===== src/design/snf_defines.vh =====
// Constants for the serial NAND command front end
`ifndef SNF_DEFINES_VH
`define SNF_DEFINES_VH
`define SNF_OP_RESET      8'hff
`define SNF_OP_READ_ID    8'h9f
`define SNF_OP_RDSR_A     8'h0f
`define SNF_OP_RDSR_B     8'h05
`define SNF_OP_WRSR_A     8'h1f
`define SNF_OP_WRSR_B     8'h01
`define SNF_OP_WREN       8'h06
`define SNF_OP_WRDI       8'h04
`define SNF_OP_BBM        8'ha1
`define SNF_OP_ERASE      8'hd8
`define SNF_OP_LOAD       8'h02
`define SNF_OP_RLOAD      8'h84
`define SNF_OP_QLOAD      8'h32
`define SNF_OP_RQLOAD     8'h34
`define SNF_OP_EXEC       8'h10
`define SNF_OP_PDREAD     8'h13
`define SNF_OP_QREAD      8'h6b
`define SNF_OP_DREAD      8'h3b
`define SNF_OP_DIOREAD    8'hbb
`define SNF_OP_QIOREAD    8'heb
`define SNF_MAKER_CODE    8'h5a
`define SNF_PART_CODE     16'h1234
`define SNF_BP_NONE       4'h0
`define SNF_BP_MAX_PART   4'h9
`define SNF_BLK_SHIFT     4'h6
`define SNF_PAGE_MAX      16'hffff
`define SNF_BYTE_LAST     3'h7
`define SNF_ADDR_BYTES    3'h3
`define SNF_ID_BYTES      3'h4
`define SNF_ID_FIRST      3'h2
`endif


===== src/design/snf_buf2.v =====
// Two-entry valid/ready buffer
`timescale 1ns/100ps
`default_nettype none
module snf_buf2 #(
    parameter W = 8
) (
    // Clock and reset
    input  wire         mclk,
    input  wire         resetn,
    // Fill side
    input  wire         in_valid,
    output wire         in_ready,
    input  wire [W-1:0] in_data,
    // Drain side
    output wire         out_valid,
    input  wire         out_ready,
    output wire [W-1:0] out_data
);
    reg [W-1:0] mem_q [0:1];
    reg         wp_q;
    reg         rp_q;
    reg [1:0]   cnt_q;
    wire        push = in_valid && in_ready;
    wire        pop  = out_valid && out_ready;
    assign in_ready  = (cnt_q != 2'h2);
    assign out_valid = (cnt_q != 2'h0);
    assign out_data  = mem_q[rp_q];
    always @(posedge mclk)
    begin
        if (push)
            mem_q[wp_q] <= in_data;
    end
    always @(posedge mclk or negedge resetn)
    begin
        if (!resetn)
        begin
            wp_q  <= 1'b0;
            rp_q  <= 1'b0;
            cnt_q <= 2'h0;
        end
        else
        begin
            if (push)
                wp_q <= ~wp_q;
            if (pop)
                rp_q <= ~rp_q;
            cnt_q <= cnt_q + {1'b0, push} - {1'b0, pop};
        end
    end
endmodule // snf_buf2
`default_nettype wire


===== src/design/snf_frontend.v =====
// Serial NAND command front end with block protection
`timescale 1ns/100ps
`default_nettype none
`include "snf_defines.vh"
module snf_frontend #(
    parameter [7:0]  MAKER = `SNF_MAKER_CODE, // Arbitrary value
    parameter [15:0] PART  = `SNF_PART_CODE   // Arbitrary value
) (
    // Clock and reset
    input  wire        mclk,
    input  wire        resetn,
    // Link pins
    input  wire        cs_n,
    input  wire        sclk,
    input  wire [3:0]  io_in,
    output reg  [3:0]  io_out,
    output reg  [3:0]  io_oe,
    // Status and protection
    input  wire        top_bottom_select,
    input  wire        protect_field_bit3,
    input  wire        protect_field_bit2,
    input  wire        protect_field_bit1,
    input  wire        protect_field_bit0,
    input  wire        busy,
    input  wire        wel,
    output reg         prog_fail_q,
    output reg         erase_fail_q,
    // Accepted command stream
    output reg         cmd_valid_q,
    input  wire        cmd_ready,
    output reg  [7:0]  cmd_op_q,
    output reg  [15:0] cmd_page_q,
    // Incoming byte stream
    output reg         byte_valid_q,
    input  wire        byte_ready,
    output reg  [7:0]  byte_data_q,
    output reg         stall_q
);
    ////////////////////////////////////////////////////////////////////
    // Pin synchronisers
    reg [5:0] s1_q;
    reg [5:0] s2_q;
    reg       sclk_prev_q;
    always @(posedge mclk or negedge resetn)
    begin
        if (!resetn)
        begin
            s1_q        <= 6'h01;
            s2_q        <= 6'h01;
            sclk_prev_q <= 1'b0;
        end
        else
        begin
            s1_q        <= {io_in, sclk, cs_n};
            s2_q        <= s1_q;
            sclk_prev_q <= s2_q[1];
        end
    end
    wire       cs_l  = ~s2_q[0];
    wire       rise  = cs_l && s2_q[1] && !sclk_prev_q;
    wire       fall  = cs_l && !s2_q[1] && sclk_prev_q;
    wire [3:0] dsync = s2_q[5:2];
    ////////////////////////////////////////////////////////////////////
    // Protected range decode
    wire [3:0]  bp = {protect_field_bit3, protect_field_bit2,
                      protect_field_bit1, protect_field_bit0};
    reg  [15:0] lo;
    reg  [15:0] hi;
    reg  [15:0] span;
    always @*
    begin
        span = 16'h0;
        lo   = 16'h0;
        hi   = 16'h0;
        if (bp != `SNF_BP_NONE && bp <= `SNF_BP_MAX_PART)
        begin
            span = (16'h1 << (bp + `SNF_BLK_SHIFT)) - 16'h1;
            if (top_bottom_select)
            begin
                lo = 16'h0;
                hi = span;
            end
            else
            begin
                lo = `SNF_PAGE_MAX - span;
                hi = `SNF_PAGE_MAX;
            end
        end
        else if (bp > `SNF_BP_MAX_PART)
            hi = `SNF_PAGE_MAX;
    end
    wire        prot_any = (bp != `SNF_BP_NONE);
    ////////////////////////////////////////////////////////////////////
    // Framing
    reg  [2:0]  bit_q;
    reg  [2:0]  nbyte_q;
    reg  [7:0]  sh_q;
    reg  [7:0]  op_q;
    reg  [15:0] pa_q;
    reg  [23:0] id_q;
    reg         cs_prev_q;
    reg         wide_q;
    reg         quad_q;
    wire        in_op  = (nbyte_q == 3'h0);
    wire [7:0]  sh_n   = quad_q ? {sh_q[3:0], dsync} :
                         wide_q ? {sh_q[5:0], dsync[1:0]} :
                                  {sh_q[6:0], dsync[0]};
    wire [2:0]  step   = quad_q ? 3'h3 : wide_q ? 3'h1 : 3'h0;
    wire        done   = rise && (bit_q + step == `SNF_BYTE_LAST);
    wire        is_rd_id = (op_q == `SNF_OP_READ_ID);
    wire        is_rdsr  = (op_q == `SNF_OP_RDSR_A) || (op_q == `SNF_OP_RDSR_B);
    wire        is_prog  = (op_q == `SNF_OP_EXEC);
    wire        is_erase = (op_q == `SNF_OP_ERASE);
    wire        is_write = is_prog || is_erase || (op_q == `SNF_OP_WRSR_A) ||
                           (op_q == `SNF_OP_WRSR_B) || (op_q == `SNF_OP_WREN) ||
                           (op_q == `SNF_OP_WRDI) || (op_q == `SNF_OP_BBM) ||
                           (op_q == `SNF_OP_LOAD) || (op_q == `SNF_OP_RLOAD) ||
                           (op_q == `SNF_OP_QLOAD) || (op_q == `SNF_OP_RQLOAD) ||
                           (op_q == `SNF_OP_RESET) || (op_q == `SNF_OP_PDREAD);
    wire        busy_ok  = !busy || is_rd_id || is_rdsr;
    wire        hits     = prot_any && (pa_q >= lo) && (pa_q <= hi);
    wire        cs_end   = cs_prev_q && !cs_l;
    wire        whole    = (bit_q == 3'h0) && !in_op;
    wire        out_ready_buf;
    ////////////////////////////////////////////////////////////////////
    // Byte stream buffer
    wire        bvalid;
    wire [7:0]  bdata;
    snf_buf2 #(.W(8)) u_buf (
        .mclk      (mclk),
        .resetn    (resetn),
        .in_valid  (done && !in_op),
        .in_ready  (out_ready_buf),
        .in_data   (sh_n),
        .out_valid (bvalid),
        .out_ready (!byte_valid_q || byte_ready),
        .out_data  (bdata)
    );
    always @(posedge mclk or negedge resetn)
    begin
        if (!resetn)
        begin
            bit_q        <= 3'h0;
            nbyte_q      <= 3'h0;
            sh_q         <= 8'h0;
            op_q         <= 8'h0;
            pa_q         <= 16'h0;
            id_q         <= 24'h0;
            cs_prev_q    <= 1'b0;
            wide_q       <= 1'b0;
            quad_q       <= 1'b0;
            io_out       <= 4'h0;
            io_oe        <= 4'h0;
            prog_fail_q  <= 1'b0;
            erase_fail_q <= 1'b0;
            cmd_valid_q  <= 1'b0;
            cmd_op_q     <= 8'h0;
            cmd_page_q   <= 16'h0;
            byte_valid_q <= 1'b0;
            byte_data_q  <= 8'h0;
            stall_q      <= 1'b0;
        end
        else
        begin
            cs_prev_q <= cs_l;
            stall_q   <= !out_ready_buf;
            if (!byte_valid_q || byte_ready)
            begin
                byte_valid_q <= bvalid;
                byte_data_q  <= bdata;
            end
            if (cmd_valid_q && cmd_ready)
                cmd_valid_q <= 1'b0;
            if (cs_l && !cs_prev_q)
            begin
                bit_q   <= 3'h0;
                nbyte_q <= 3'h0;
                sh_q    <= 8'h0;
                wide_q  <= 1'b0;
                quad_q  <= 1'b0;
                pa_q    <= 16'h0;
                id_q    <= {MAKER, PART};
            end
            if (rise)
            begin
                sh_q  <= sh_n;
                bit_q <= bit_q + step + 3'h1;
                if (done)
                begin
                    if (in_op)
                    begin
                        op_q   <= sh_n;
                        // Multi-width modes after opcode
                        quad_q <= (sh_n == `SNF_OP_QIOREAD) ||
                                  (sh_n == `SNF_OP_QLOAD) || (sh_n == `SNF_OP_RQLOAD);
                        wide_q <= (sh_n == `SNF_OP_DIOREAD);
                    end
                    else if (nbyte_q <= `SNF_ADDR_BYTES)
                        pa_q <= {pa_q[7:0], sh_n};
                    if (nbyte_q != 3'h7)
                        nbyte_q <= nbyte_q + 3'h1;
                end
            end
            // Drive read data on falling edge; reads stop anywhere
            // Code starts after the dummy byte; the driver sits on lane 1
            if (fall && busy_ok && !in_op && is_rd_id && nbyte_q >= `SNF_ID_FIRST &&
                nbyte_q <= `SNF_ID_BYTES)
            begin
                io_out <= {2'h0, id_q[23], 1'b0};
                io_oe  <= 4'h2;
                id_q   <= {id_q[22:0], 1'b0};
            end
            else if (fall && !(busy_ok && is_rd_id && nbyte_q >= `SNF_ID_FIRST &&
                     nbyte_q <= `SNF_ID_BYTES))
                io_oe  <= 4'h0;
            if (cs_end)
            begin
                io_oe <= 4'h0;
                if (busy_ok && whole && is_write && !busy)
                begin
                    if ((is_prog || is_erase) && hits)
                    begin
                        if (is_prog)
                            prog_fail_q <= 1'b1;
                        else
                            erase_fail_q <= 1'b1;
                    end
                    else
                    begin
                        if (is_prog)
                            prog_fail_q <= 1'b0;
                        if (is_erase)
                            erase_fail_q <= 1'b0;
                        if (op_q == `SNF_OP_RESET)
                        begin
                            prog_fail_q  <= 1'b0;
                            erase_fail_q <= 1'b0;
                        end
                        cmd_valid_q <= 1'b1;
                        cmd_op_q    <= op_q;
                        cmd_page_q  <= pa_q;
                    end
                end
            end
        end
    end
endmodule // snf_frontend
`default_nettype wire


===== config.mk =====
export PLATFORM = sky130hd
export DESIGN_NAME = snf_frontend
export DESIGN_NICKNAME = d
export VERILOG_FILES = /design/src/design/snf_buf2.v /design/src/design/snf_frontend.v
export VERILOG_INCLUDE_DIRS = /design/src /design/src/design
export SDC_FILE = /design/constraint.sdc
export NUM_CORES = 1
export LEC_CHECK = 0
export BUFFER_PORTS_ARGS = -buffer_cell sky130_fd_sc_hd__buf_2
export CAP_MARGIN = 20
export CORE_UTILIZATION = 43
export DETAILED_ROUTE_END_ITERATION = 7
export GPL_TIMING_DRIVEN = 0
export SLEW_MARGIN = 10
export SYNTH_ARGS = -nofsm -noshare
export SYNTH_HDL_FRONTEND = slang
export SYNTH_SLANG_ARGS = --single-unit

===== constraint.sdc =====
create_clock -name mclk -period 5.9 [get_ports mclk]
set_clock_uncertainty 0.05 [all_clocks]
set_input_delay 0.59 -clock mclk [delete_from_list [all_inputs] [get_ports mclk]]
set_output_delay 0.59 -clock mclk [all_outputs]
set_load 0.02 [all_outputs]

==> results.sh <==
export IMPL_r2r_end="pa_q[0]"
export IMPL_outcome="finished clean"
export IMPL_synth_area_top_cells="dfrtp_1 42%, ha_1 7.9%, edfxtp_1 7.0%, nand2_1 5.3%, mux2_4 4.2%"
export IMPL_fill_cells=1393
export IMPL_ys_seq_elements=134
export IMPL_ys_seq_area_share_pct=50.2
export IMPL_ff2ff_setup_slack_ps=2700
export IMPL_maxSlewViolCount=0
export IMPL_path_common_cell="ha_1"
export IMPL_dp_hpwl_mm=11.1
export IMPL_io_buffers=52
export IMPL_drtPass1Iterations=4
export IMPL_fin_ws_ps=453
export IMPL_ys_types=57
export IMPL_worst_path_buf_inv=5
export IMPL_worst_slew_pin_slew_ps=843
export IMPL_nets=818
export IMPL_async_flop_share_pct=88.1
export IMPL_hold_class="in -> async"
export IMPL_cp_arrival_ps=5700
export IMPL_cts_tree="yes"
export IMPL_wl_mm=15.4
export IMPL_finalCriticalPeriod_ps=5450
export IMPL_die_area_um2=16400
export IMPL_cts_buffers=17
export IMPL_fin_crit_sh_pct=92.3
export IMPL_die_h_um=128
export IMPL_synth_xor_area_share_pct=1.53
export IMPL_p_per_area_nw_per_um2=258
export IMPL_cpPeakStageDelay_ps=410
export IMPL_r2r_cells=12
export IMPL_clock_latency_ps=420
export IMPL_tns_ps=0
export IMPL_grt_start_max_net_pins=70
export IMPL_initial_core_util_pct=44.6
export IMPL_ant_nets=0
export IMPL_endpoint_kind="register"
export IMPL_antenna_found_initial=0
export IMPL_routedWlPerCell_um=15.7
export IMPL_diodes=0
export IMPL_h_tree_depth=4
export IMPL_die_w_um=128
export IMPL_required_ps=6150
export IMPL_place_ws_ps=-1.20
export IMPL_cp_start_kind="primary input"
export IMPL_synth_main_ff_cell="dfrtp_1"
export IMPL_ir_drop_uv=184
export IMPL_setup_violations_final=0
export IMPL_fmax_mhz=184
export IMPL_fin_util_pct=51.9
export IMPL_synth_largest_area_cell="dfrtp_1"
export IMPL_cts_buffer_depth=2
export IMPL_grt_util_all_layers_pct=20.2
export IMPL_finalHoldViolations=0
export IMPL_grt_pass1_wl_mm=25.7
export IMPL_drv_cap=0
export IMPL_synth_fa_ha_area_share_pct=8.15
export IMPL_totalPowerFinal_w=0.00206
export IMPL_coreArea_um2=15400
export IMPL_layout_commonest_cell="dfrtp_1"
export IMPL_overflow=0
export IMPL_rows=45
export IMPL_ctsRootBufferMaster="clkbuf_16"
export IMPL_rsz0062_at_grt="false"
export IMPL_final_cell_mix="116 x dfrtp_1, 96 x nand2_1, 58 x buf_2"
export IMPL_path_class="in -> reg"
export IMPL_synth_edf_count=16
export IMPL_area_delta_synth_final_pct=16.6
export IMPL_layout_drive_gt1_share_pct=17.7
export IMPL_synthCells=679
export IMPL_synth_top_family_by_area="simple AND/OR/NAND/NOR gates"
export IMPL_ctsHoldBuffers=0
export IMPL_ys_warn_count=0
export IMPL_cts_setup_buffers=0
export IMPL_ios=62
export IMPL_clk_pin_slew_ps=60
export IMPL_cp_slowest_cell="ha_1"
export IMPL_via_count=5157
export IMPL_drt_iter0_drc=388
export IMPL_synth_mux_area_fraction_pct=7.64
export IMPL_synth_top_cell_area_share_pct=42.4
export IMPL_synth_compound_gate_area_share_pct=10.0
export IMPL_hold_slack_ps=52.9
export IMPL_yosys_area_share_simple_pct=18.0
export IMPL_critPathTopFamily="simple AND/OR/NAND/NOR gates"
export IMPL_drc=0
export IMPL_critPathMaxFanout=10
export IMPL_p_leak_nw=3.91
export IMPL_synth_area_per_cell_um2=10.1
export IMPL_clkSinkCount=134
export IMPL_syn_area_um2=6850
export IMPL_path_cells="buf_2, clkbuf_1, inv_1, ha_1, nand2_1, or3_1, ha_1, clkbuf_1, nand2_1, nor2b_1, o22ai_1, or2_2, ha_1, nand4_1, nor3_2, o311ai_0, nand3_1, o2111ai_2, nand2_4, buf_6, mux2_4"
export IMPL_r2r_start="wide_q"
export IMPL_grt_pass1_vias=5072
export IMPL_vias_per_cell=5.26
export IMPL_slew_headroom_pct=43.3
export IMPL_place_congestion=0.855
[sequential cells by signal, indices dropped and copies added (netlist names), 2 cells and up]
| signal | count |
|---|---|
| cmd_op_q | 8 |
| id_q | 22 |
| u_buf.mem_q | 16 |
| pa_q | 16 |
| s2_q | 6 |
| bit_q | 3 |
| op_q | 8 |
| byte_data_q | 8 |
| u_buf.cnt_q | 2 |
| sh_q | 7 |
| cmd_page_q | 16 |
| nbyte_q | 3 |
| s1_q | 6 |
[synthesized netlist by cell type, drive strengths merged (2+ instances only)]
| cell | instances |
|---|---|
| dfrtp | 116 |
| nand2 | 97 |
| nor2 | 57 |
| nand3 | 48 |
| ha | 43 |
| o21ai | 43 |
| a21oi | 32 |
| clkbuf | 28 |
| mux2 | 25 |
| inv | 22 |
| buf | 17 |
| mux2i | 17 |
| edfxtp | 16 |
| nor3 | 16 |
| a31oi | 9 |
| nor2b | 9 |
| o21a | 9 |
| nand4 | 7 |
| xnor2 | 7 |
| nor4 | 6 |
| or3 | 6 |
| xor2 | 5 |
| and4 | 4 |
| or2 | 4 |
| a21o | 3 |
| and3 | 3 |
| nand2b | 3 |
| a32oi | 2 |
| and2 | 2 |
| dfstp | 2 |
| o211ai | 2 |
| o31ai | 2 |
[layout make-up]
type / instances / area (um^2) / area share (%)
inverter: 22 / 82.6 / 1.03
clock inverter: 14 / 111 / 1.39
tap: 211 / 264 / 3.31
sequential: 134 / 3440 / 43.0
buffer: 45 / 221 / 2.77
multi-input combinational: 483 / 3140 / 39.3
clock buffer: 18 / 429 / 5.38
timing repair buffer: 54 / 299 / 3.75
[logic make-up (layout without fill, tap and decap cells)]
group | Yosys count | after routing
buffers and inverters | 67 | 153
AND/OR/NAND/NOR | 266 | 266
XOR/XNOR | 12 | 12
AO/OA/AOI/OAI | 113 | 113
other | 1 | 6
adder cells (fa/ha/maj) | 44 | 44
multiplexers | 42 | 42
flip-flops | 134 | 134
[metal layers]
layer	global-route usage (%)	vias up	wire (um)
li1	-	2505	-
met1	28.7	2546	7700
met2	30.9	92	7060
met3	3.92	14	465
met4	6.64	0	161
met5	0	-	0
[repair_timing]
action | CTS | global route
endpoints found under the hold margin | 0 | 0
setup endpoints to repair | 0 | 19
gates resized for setup | 0 | 2
[per-stage QoR]
| stage | instances | area (um^2) |
|---|---|---|
| 6_report | 981 | 7980 |
| 2_1_floorplan | 684 | 6870 |
| 4_1_cts | 980 | 7970 |
| 3_5_place_dp | 948 | 7420 |
| 5_1_grt | 981 | 7980 |
| 3_3_place_gp | 947 | 7390 |
[worst max path at each step]
| stage | slack, ps | to | start | depth (start not counted) |
|---|---|---|---|---|
| floorplan | 1150 | cmd_page_q[10] | protect_field_bit1 | 22 |
| global route | 100 | cmd_page_q[9] | protect_field_bit1 | 21 |
| detailed placement | -1 | cmd_page_q[9] | protect_field_bit1 | 21 |
| global placement | -40 | cmd_page_q[11] | protect_field_bit1 | 21 |
| CTS | 400 | cmd_page_q[9] | protect_field_bit1 | 21 |
| finish | 450 | cmd_page_q[9] | protect_field_bit1 | 21 |
[report_power, final]
part           switching [W]  total (W)  internal [W]
clock network       0.000400   0.000973      0.000574
logic              0.0000922   0.000137     0.0000446
registers         0.00000687   0.000950      0.000943
No activity file was read; power rests on OpenSTA's default activity.
